[config.mk]
export PLATFORM = sky130hd
export DESIGN_NAME = wdw_top
export DESIGN_NICKNAME = d
export VERILOG_FILES = /design/src/wdw_pkg.sv /design/src/wdw_top.sv
export SDC_FILE = /design/constraint.sdc
export NUM_CORES = 1
export LEC_CHECK = 0
export BUFFER_PORTS_ARGS = -buffer_cell sky130_fd_sc_hd__buf_2
export CORE_AREA = 2 2 116 118
export CTS_CLUSTER_DIAMETER = 40
export DETAILED_ROUTE_END_ITERATION = 6
export DIE_AREA = 0 0 118 120
export PLACE_DENSITY = 0.77
export RECOVER_POWER = 25
export SETUP_SLACK_MARGIN = 0.05
export SLEW_MARGIN = 20
export SYNTH_ARGS = -nofsm -noshare
export SYNTH_HDL_FRONTEND = slang
export SYNTH_SLANG_ARGS = --single-unit
[constraint.sdc]
create_clock -name SYS_CLK -period 11.15 [get_ports SYS_CLK]
set_input_delay 0.5575 -clock SYS_CLK [delete_from_list [all_inputs] [get_ports SYS_CLK]]
set_output_delay 0.5575 -clock SYS_CLK [all_outputs]
set_load 0.05 [all_outputs]
[src/wdw_pkg.sv]
// Constants, register map and timing for the windowed watchdog.
// Assumes a 100 MHz system clock and one AXI4-Lite master.
`default_nettype none
package wdw_pkg;
  // Register indices; the byte address is four times the index.
  localparam logic [1:0] CTRL_IDX = 2'h0;
  localparam logic [1:0] STAT_IDX = 2'h1;
  localparam logic [1:0] GUARD_IDX = 2'h2;
  // Control and status field positions.
  localparam int PER_LSB = 0;
  localparam int WIN_LSB = 4;
  localparam int LOCK_BIT = 7;
  localparam int BUSY_BIT = 0;
  // Control value after reset, and the off and largest valid field codes.
  localparam logic [7:0] CTRL_RST = 8'h00;
  localparam logic [3:0] CODE_OFF = 4'h0;
  localparam logic [3:0] CODE_MAX = 4'hb;
  // Key that opens the change guard; the value is arbitrary.
  localparam logic [7:0] IO_REGISTER_KEY = 8'h5a;
  // Bus writes allowed after the key before the guard closes; reads do not count.
  localparam logic [2:0] GUARD_SLOTS = 3'h4;
  // Watchdog tick rate and the divider count derived from it.
  localparam int CLK_HZ = 100000000;
  localparam int TICK_HZ = 1024;
  localparam int TICK_DIV = CLK_HZ / TICK_HZ;
  // Ticks needed to carry a control write across.
  localparam logic [1:0] SYNC_TICKS = 2'h2;
  // AXI responses.
  localparam logic [1:0] RESP_OKAY = 2'h0;
  localparam logic [1:0] RESP_SLVERR = 2'h2;
endpackage : wdw_pkg
`default_nettype wire

[src/wdw_top.sv]
// Windowed watchdog timer with an AXI4-Lite register slave.
// Assumes restart, debug and fuse inputs are synchronous to SYS_CLK.
//
// Design decision made here: the AXI4-Lite register port.
`default_nettype none
// Behaviour
// - Non-zero period field enables the watchdog.
// - Non-zero window field selects window mode.
// - Control and lock writes need guard unlock.
// - Fuse loads control; non-zero period sets lock.
// - Counter advances on a 1.024 kHz tick.
// - Normal mode resets after an unrestarted period.
// - Restart clears the count.
// - Eleven periods from about 8 ms to 8 s.
// - Zero window field means normal mode.
// - Restart in closed period causes reset.
// - Open period follows closed; late restart resets.
// - Closed window unenforced until first restart.
// - Lock sets only; debug clears; blocks control.
// - Counting continues through sleep modes.
// - Debug halt suspends and clears the counter.
// - After debug halt run one normal period.
// - Field writes cross over; busy flag meanwhile.
// - Restart acts two to three ticks later.
// - Key then protected write within four writes.
// - Unguarded protected writes leave registers unchanged.
// - Codes 1 to 11 give 8 to 8192 ticks.
// - Busy clears once the transfer completes.
module wdw_top #(
  parameter int TICK_DIV = wdw_pkg::TICK_DIV
) (
  // Clock and reset.
  input wire logic SYS_CLK,
  input wire logic RST_B,
  // Core and debugger signals.
  input wire logic RESTART_PULSE,
  input wire logic DEBUG_HALT,
  input wire logic DEBUG_MODE,
  input wire logic [7:0] FUSE_CFG,
  // Watchdog reset output.
  output logic SYS_RESET_REQ,
  // AXI4-Lite write address.
  input wire logic [31:0] AXI_AWADDR,
  input wire logic AXI_AWVALID,
  output logic AXI_AWREADY,
  // AXI4-Lite write data.
  input wire logic [31:0] AXI_WDATA,
  input wire logic [3:0] AXI_WSTRB,
  input wire logic AXI_WVALID,
  output logic AXI_WREADY,
  // AXI4-Lite write response.
  output logic [1:0] AXI_BRESP,
  output logic AXI_BVALID,
  input wire logic AXI_BREADY,
  // AXI4-Lite read address.
  input wire logic [31:0] AXI_ARADDR,
  input wire logic AXI_ARVALID,
  output logic AXI_ARREADY,
  // AXI4-Lite read data.
  output logic [31:0] AXI_RDATA,
  output logic [1:0] AXI_RRESP,
  output logic AXI_RVALID,
  input wire logic AXI_RREADY
);

  typedef enum logic [1:0] {WDW_OFF, WDW_NORMAL, WDW_WINDOW} wdw_mode_t;

  // Ticks selected by a period or window code; reserved codes clamp to the longest.
  function automatic logic [13:0] ticks_of(input logic [3:0] code);
    logic [13:0] t;
    t = 14'h0000;
    if (code == wdw_pkg::CODE_OFF) begin
      t = 14'h0000;
    end else if (code > wdw_pkg::CODE_MAX) begin
      t = 14'h2000;
    end else begin
      t = 14'h0004 << code;
    end
    return t;
  endfunction

  // Checks a byte address against the register map, flagging unmapped words.
  function automatic logic map_ok(input logic [31:0] addr);
    return (addr[31:4] == 28'h0000000) && (addr[3:2] <= wdw_pkg::GUARD_IDX);
  endfunction

  logic boot_q;
  logic [7:0] ctrl_q;
  logic lock_q;
  logic busy_q;
  logic [1:0] sync_cnt_q;
  logic [7:0] act_q;
  logic [16:0] div_q;
  logic tick_q;
  logic guard_open_q;
  logic [2:0] guard_left_q;
  logic restart_pend_q;
  logic [1:0] restart_pipe_q;
  logic [14:0] cnt_q;
  logic armed_q;
  logic rst_out_q;
  wdw_mode_t mode;

  // Bus slave state.
  logic awready_q;
  logic wready_q;
  logic aw_have_q;
  logic w_have_q;
  logic [31:0] aw_addr_q;
  logic [7:0] w_data_q;
  logic w_lane_q;
  logic bvalid_q;
  logic [1:0] bresp_q;
  logic arready_q;
  logic rvalid_q;
  logic [31:0] rdata_q;
  logic [1:0] rresp_q;

  logic wr_fire;
  logic [1:0] wr_idx;
  logic wr_en;
  logic ctrl_wr;
  logic stat_wr;
  logic key_wr;
  logic apply_restart;
  logic [3:0] act_per;
  logic [3:0] act_win;
  logic [14:0] closed_len;
  logic [14:0] open_len;

  assign wr_fire = aw_have_q && w_have_q && !bvalid_q;
  assign wr_idx = aw_addr_q[3:2];
  assign wr_en = wr_fire && map_ok(aw_addr_q) && w_lane_q;
  assign key_wr = wr_en && (wr_idx == wdw_pkg::GUARD_IDX)
    && (w_data_q == wdw_pkg::IO_REGISTER_KEY);
  assign ctrl_wr = wr_en && (wr_idx == wdw_pkg::CTRL_IDX)
    && guard_open_q && !lock_q;
  assign stat_wr = wr_en && (wr_idx == wdw_pkg::STAT_IDX) && guard_open_q;
  assign act_per = act_q[wdw_pkg::PER_LSB +: 4];
  assign act_win = act_q[wdw_pkg::WIN_LSB +: 4];
  assign closed_len = {1'b0, ticks_of(act_win)};
  assign open_len = {1'b0, ticks_of(act_per)};
  assign apply_restart = tick_q && restart_pipe_q[1];

  always_comb begin
    if (act_per == wdw_pkg::CODE_OFF) begin
      mode = WDW_OFF;
    end else if (act_win == wdw_pkg::CODE_OFF) begin
      mode = WDW_NORMAL;
    end else begin
      mode = WDW_WINDOW;
    end
  end

  // The tick is an enable from the system clock, so the watchdog runs as long as that clock does.
  always_ff @(posedge SYS_CLK) begin
    if (!RST_B) begin
      div_q <= 17'h00000;
      tick_q <= 1'b0;
    end else if (div_q == 17'(TICK_DIV - 1)) begin
      div_q <= 17'h00000;
      tick_q <= 1'b1;
    end else begin
      div_q <= div_q + 17'h00001;
      tick_q <= 1'b0;
    end
  end

  // The key opens the guard for a few writes; a protected write consumes it.
  always_ff @(posedge SYS_CLK) begin
    if (!RST_B) begin
      guard_open_q <= 1'b0;
      guard_left_q <= 3'h0;
    end else if (key_wr) begin
      guard_open_q <= 1'b1;
      guard_left_q <= wdw_pkg::GUARD_SLOTS;
    end else if (wr_fire && guard_open_q) begin
      if (ctrl_wr || stat_wr || guard_left_q == 3'h1) begin
        guard_open_q <= 1'b0;
        guard_left_q <= 3'h0;
      end else begin
        guard_left_q <= guard_left_q - 3'h1;
      end
    end
  end

  // Control, lock and the crossing of written fields to the tick side.
  always_ff @(posedge SYS_CLK) begin
    if (!RST_B) begin
      boot_q <= 1'b1;
      ctrl_q <= wdw_pkg::CTRL_RST;
      act_q <= wdw_pkg::CTRL_RST;
      lock_q <= 1'b0;
      busy_q <= 1'b0;
      sync_cnt_q <= 2'h0;
    end else if (boot_q) begin
      boot_q <= 1'b0;
      ctrl_q <= FUSE_CFG;
      act_q <= FUSE_CFG;
      lock_q <= (FUSE_CFG[wdw_pkg::PER_LSB +: 4] != wdw_pkg::CODE_OFF);
    end else begin
      if (stat_wr && w_data_q[wdw_pkg::LOCK_BIT]) begin
        lock_q <= 1'b1;
      end else if (stat_wr && DEBUG_MODE) begin
        lock_q <= 1'b0;
      end
      // A new write restarts the transfer, so a late one is never lost.
      if (ctrl_wr) begin
        ctrl_q <= w_data_q;
        busy_q <= 1'b1;
        sync_cnt_q <= 2'h0;
      end else if (busy_q && tick_q) begin
        if (sync_cnt_q == wdw_pkg::SYNC_TICKS - 2'h1) begin
          act_q <= ctrl_q;
          busy_q <= 1'b0;
        end else begin
          sync_cnt_q <= sync_cnt_q + 2'h1;
        end
      end
    end
  end

  // Restarts ride a short tick-paced pipe, as they would through a real crossing.
  always_ff @(posedge SYS_CLK) begin
    if (!RST_B) begin
      restart_pend_q <= 1'b0;
      restart_pipe_q <= 2'h0;
    end else begin
      if (RESTART_PULSE) begin
        restart_pend_q <= 1'b1;
      end else if (tick_q) begin
        restart_pend_q <= 1'b0;
      end
      if (tick_q) begin
        restart_pipe_q <= {restart_pipe_q[0], restart_pend_q};
      end
    end
  end

  // Counter and window logic on the tick.
  always_ff @(posedge SYS_CLK) begin
    if (!RST_B) begin
      cnt_q <= 15'h0000;
      armed_q <= 1'b0;
      rst_out_q <= 1'b0;
    end else if (DEBUG_HALT) begin
      cnt_q <= 15'h0000;
      armed_q <= 1'b0;
      rst_out_q <= 1'b0;
    end else if (tick_q) begin
      rst_out_q <= 1'b0;
      if (mode == WDW_OFF) begin
        cnt_q <= 15'h0000;
        armed_q <= 1'b0;
      end else if (mode != WDW_WINDOW) begin
        armed_q <= 1'b0;
        if (apply_restart) begin
          cnt_q <= 15'h0000;
        end else if (cnt_q + 15'h0001 >= open_len) begin
          cnt_q <= 15'h0000;
          rst_out_q <= 1'b1;
        end else begin
          cnt_q <= cnt_q + 15'h0001;
        end
      end else if (apply_restart) begin
        cnt_q <= 15'h0000;
        armed_q <= 1'b1;
        rst_out_q <= armed_q && (cnt_q < closed_len);
      end else if (cnt_q + 15'h0001 >= (armed_q ? closed_len + open_len : open_len)) begin
        cnt_q <= 15'h0000;
        rst_out_q <= 1'b1;
      end else begin
        cnt_q <= cnt_q + 15'h0001;
      end
    end
  end

  // Write channels; each ready stays low from its handshake until the response is taken.
  always_ff @(posedge SYS_CLK) begin
    if (!RST_B) begin
      awready_q <= 1'b1;
      wready_q <= 1'b1;
      aw_have_q <= 1'b0;
      w_have_q <= 1'b0;
      aw_addr_q <= 32'h00000000;
      w_data_q <= 8'h00;
      w_lane_q <= 1'b0;
      bvalid_q <= 1'b0;
      bresp_q <= wdw_pkg::RESP_OKAY;
    end else begin
      if (AXI_AWVALID && awready_q) begin
        aw_addr_q <= AXI_AWADDR;
        aw_have_q <= 1'b1;
        awready_q <= 1'b0;
      end
      if (AXI_WVALID && wready_q) begin
        w_data_q <= AXI_WDATA[7:0];
        w_lane_q <= AXI_WSTRB[0];
        w_have_q <= 1'b1;
        wready_q <= 1'b0;
      end
      if (wr_fire) begin
        aw_have_q <= 1'b0;
        w_have_q <= 1'b0;
        bvalid_q <= 1'b1;
        bresp_q <= map_ok(aw_addr_q) ? wdw_pkg::RESP_OKAY : wdw_pkg::RESP_SLVERR;
      end else if (bvalid_q && AXI_BREADY) begin
        bvalid_q <= 1'b0;
        awready_q <= 1'b1;
        wready_q <= 1'b1;
      end
    end
  end

  // Read channel.
  always_ff @(posedge SYS_CLK) begin
    if (!RST_B) begin
      arready_q <= 1'b1;
      rvalid_q <= 1'b0;
      rdata_q <= 32'h00000000;
      rresp_q <= wdw_pkg::RESP_OKAY;
    end else if (AXI_ARVALID && arready_q) begin
      arready_q <= 1'b0;
      rvalid_q <= 1'b1;
      rresp_q <= map_ok(AXI_ARADDR) ? wdw_pkg::RESP_OKAY : wdw_pkg::RESP_SLVERR;
      case (AXI_ARADDR[3:2])
        wdw_pkg::CTRL_IDX: rdata_q <= {24'h000000, ctrl_q};
        wdw_pkg::STAT_IDX: rdata_q <= {24'h000000, lock_q, 6'h00, busy_q};
        wdw_pkg::GUARD_IDX: rdata_q <= {31'h00000000, guard_open_q};
        default: rdata_q <= 32'h00000000;
      endcase
      if (!map_ok(AXI_ARADDR)) begin
        rdata_q <= 32'h00000000;
      end
    end else if (rvalid_q && AXI_RREADY) begin
      rvalid_q <= 1'b0;
      arready_q <= 1'b1;
    end
  end

  assign SYS_RESET_REQ = rst_out_q;
  assign AXI_AWREADY = awready_q;
  assign AXI_WREADY = wready_q;
  assign AXI_BRESP = bresp_q;
  assign AXI_BVALID = bvalid_q;
  assign AXI_ARREADY = arready_q;
  assign AXI_RDATA = rdata_q;
  assign AXI_RRESP = rresp_q;
  assign AXI_RVALID = rvalid_q;

endmodule // wdw_top
`default_nettype wire

==> results.ini <==
[grt]
grt_max_degree = 45
grt_pass1_vias = 5832
grt_usage = 0.2318
grt_pass1_wl_mm = 26.73
antenna_found_initial = 0
grt_overflow = 0

[logic_synthesis]
ys_top_cells_by_area = dfxtp_1 (35%), ha_1 (9.7%), nand2_1 (7.6%), a21oi_1 (6.6%), nor2_1 (3.9%)
yosysSeqAreaShare = 0.3469
synthArstFlopShare = 0
synthTopCellsByCount = nand2_1 (139), dfxtp_1 (119), a21oi_1 (91)
yosys_warnings = 0
yosysTopAreaCellShare = 0.3469
syn_avg_cell_area_sq_um = 8.070
synth_largest_area_cell = dfxtp_1
synth_cell_types = 68
yosysMostFrequentCell = nand2_1
synth_edf_count = 0
synth_area_sq_um = 6868
syn_inst = 851
ys.flop_type = dfxtp_1
ys_ff_latch = 119

[placed_design]
placed_area_sq_um = 7380
dpl.hpwl_mm = 11.84
routabilityCongestion = 0.8932
numPortBuffers = 102
dp_cells = 1102

[route]
detail-route-antenna-nets = 0
drt_iter0_drc = 259
post_drt_via_cell_ratio = 5.283
wl_met1_mm = 7.135
topRoutingLayerUsed = met4
dr_wl_met2_mm = 7.776
firstDrtPassIters = 5
wl_met3_microns = 511
route.vias.total = 5991
drcViolationCount = 0
wl_mm = 15.72
wl_per_cell_microns = 13.86

[timing]
slew_viol_final = 45
setup_violations = 0
period_minus_slack_ns = 4.730
rsz0062_at_grt = no
slew_headroom = -0.2548
fmax_ghz = 0.2114
fin_crit_sh = 0.4242
finClkSkew_ns = 0.006956
final.setup.tns_ns = 0
final-hold-violation-count = 0
tightest_slew_ns = 1.882

[die]
core_area_sq_um = 12980
die_area_sq_um = 14160
fp.dieW_microns = 118
die_y_microns = 120
start_util = 0.5291
fp-row-count = 42
pin_count = 160

[worst_setup_path]
critPathLaunchType = flip-flop
cp_max_fo = 11
crit_required_ns = 11.50
r2r_start = act_q[1]
regToRegSetupSlack_ns = 6.42
crit_path_end_kind = flip-flop
r2r_cells = 17
cp.arrival_ns = 5.08
path_class = reg2reg
r2r-end = cnt_q[12]

[cells_and_area]
fin_util = 0.6138
final_layout_size_suffix_gt1_frac = 0.1524
finalNetCount = 1117
fin_cells = 1134
antennaDiodeCount = 0
final_design_area_no_fill_sq_um = 7968
area_growth_pct = 16.01

[clock_network]
clk_latency_ns = 0.41
h-tree-depth = 4
post_cts_buffers = 0
numClockSinks = 119
cts_hold_buf = 0
ctsResizeCount = 0
root_buffer = clkbuf_16
cts_tree = built
cts_buffer_depth = 2
clk_pin_slew_ns = 0.06
numCtsBuffers = 17

[min_path]
holdPathStages = 2
holdPathEnd = AXI_WREADY
min_path_type = in2reg
min_from = AXI_WVALID

[power]
power_leakage_nw = 3.526
irDropWorstVdd_v = 0.0001522
power_density_nw_per_um2 = 142.1
finalPower_mw = 1.132

[status]
status = complete, but fails checks
violations = max-capacitance violations, max-slew violations

[job]
cap_violations = 1

worst max-delay path: stages (launching register included):
cell and delay, ns:
dfxtp_1 0.41, and2b_2 0.26, nand2_1 0.14, inv_1 0.11, fa_1 0.47, a21o_1 0.20, maj3_2 0.35, a2111oi_4 0.36
o21ai_1 0.16, a211o_1 0.31, o211ai_1 0.11, ha_1 0.28, nand4_1 0.13, a21oi_1 0.07, or4b_4 0.54, nor3b_4 0.30
a21o_2 0.28, a22o_2 0.18
flip-flops by register name (all words and copies together), names as in the netlist, 2 cells and up:
name and cells:
aw_addr_q 30, div_q 17, cnt_q 15, AXI_RDATA 8
act_q 8, ctrl_q 8, w_data_q 8, guard_left_q 3
restart_pipe_q 2, sync_cnt_q 2
logic make-up (layout without fill, tap and decap cells):
logic type,after synthesis,after routing,synth area share
compound gates,193,193,0.1796
xor+xnor,37,37,0.04719
fa+ha+maj,55,55,0.1011
buf+inv,97,176,0.07123
flops,119,119,0.3469
mux,14,14,0.02040
other cells,2,30,0.001094
simple gates,334,334,0.2325
where the power goes:
part / switching [mW] / internal (mW) / leakage (nW)
logic: 0.0827 / 0.0410 / 2.26
registers: 0.0144 / 0.442 / 0.972
clock network: 0.203 / 0.349 / 0.294
total: 0.300 / 0.832 / 3.53
final cells by class:
class                   instances  area (sq um)
flip-flops and latches        119          2382
clock inverters                12         141.4
multi-input cells             663          4105
fillers                      1184          5012
clock buffers                  20         466.7
repair buffers                104         501.7
well taps                     176         220.2
inverters                      40         150.1
layout by cell type, fill, tap and decap left out, types with 4 or more instances in the layout:
cell	Yosys	routed
o21ai_0	23	23
or3_1	8	8
nor4_1	21	20
nor2b_1	7	7
buf_2	2	86
a21o_1	13	13
a21oi_1	91	91
nand4_1	16	16
clkbuf_16	0	17
and3_1	4	4
clkbuf_1	23	17
nand2_1	139	139
clkinv_4	0	4
ha_1	53	53
a22oi_1	6	6
o211ai_1	4	4
nor2_1	71	71
nand2b_1	7	7
dfxtp_1	119	119
xnor2_1	19	19
xor2_1	18	18
mux2i_1	14	14
nor3_1	11	11
a22o_2	10	10
a22o_1	4	4
inv_1	40	39
conb_1	2	30
nand3_1	22	22
and2_1	8	5
a211oi_1	17	17
layer usage:
layer / vias to the layer above / GRT usage
met5: - / 0
met4: 0 / 0.08434
met3: 25 / 0.05608
met2: 108 / 0.4033
met1: 2726 / 0.2781
li1: 3132 / -
worst max path at each step:
stage / startpoint / endpoint / slack, ns
after floorplan: act_q[1] / cnt_q[13] / 6.92
after global placement: act_q[1] / cnt_q[13] / 6.48
after detailed placement: act_q[1] / cnt_q[6] / 6.41
after CTS: act_q[1] / cnt_q[12] / 6.37
after global routing: act_q[1] / cnt_q[2] / 6.10
final: act_q[1] / cnt_q[12] / 6.42
through the flow:
stage | hold slack (ns) | setup slack, ns
4_1_cts | 0.3300 | 6.374
5_1_grt | 0.3502 | 6.098
2_1_floorplan | 0.4175 | 6.924
6_report | 0.3439 | 6.420
3_5_place_dp | 0.4417 | 6.415
3_3_place_gp | 0.4307 | 6.478
Note: power is estimated with default switching activity, not from simulation.
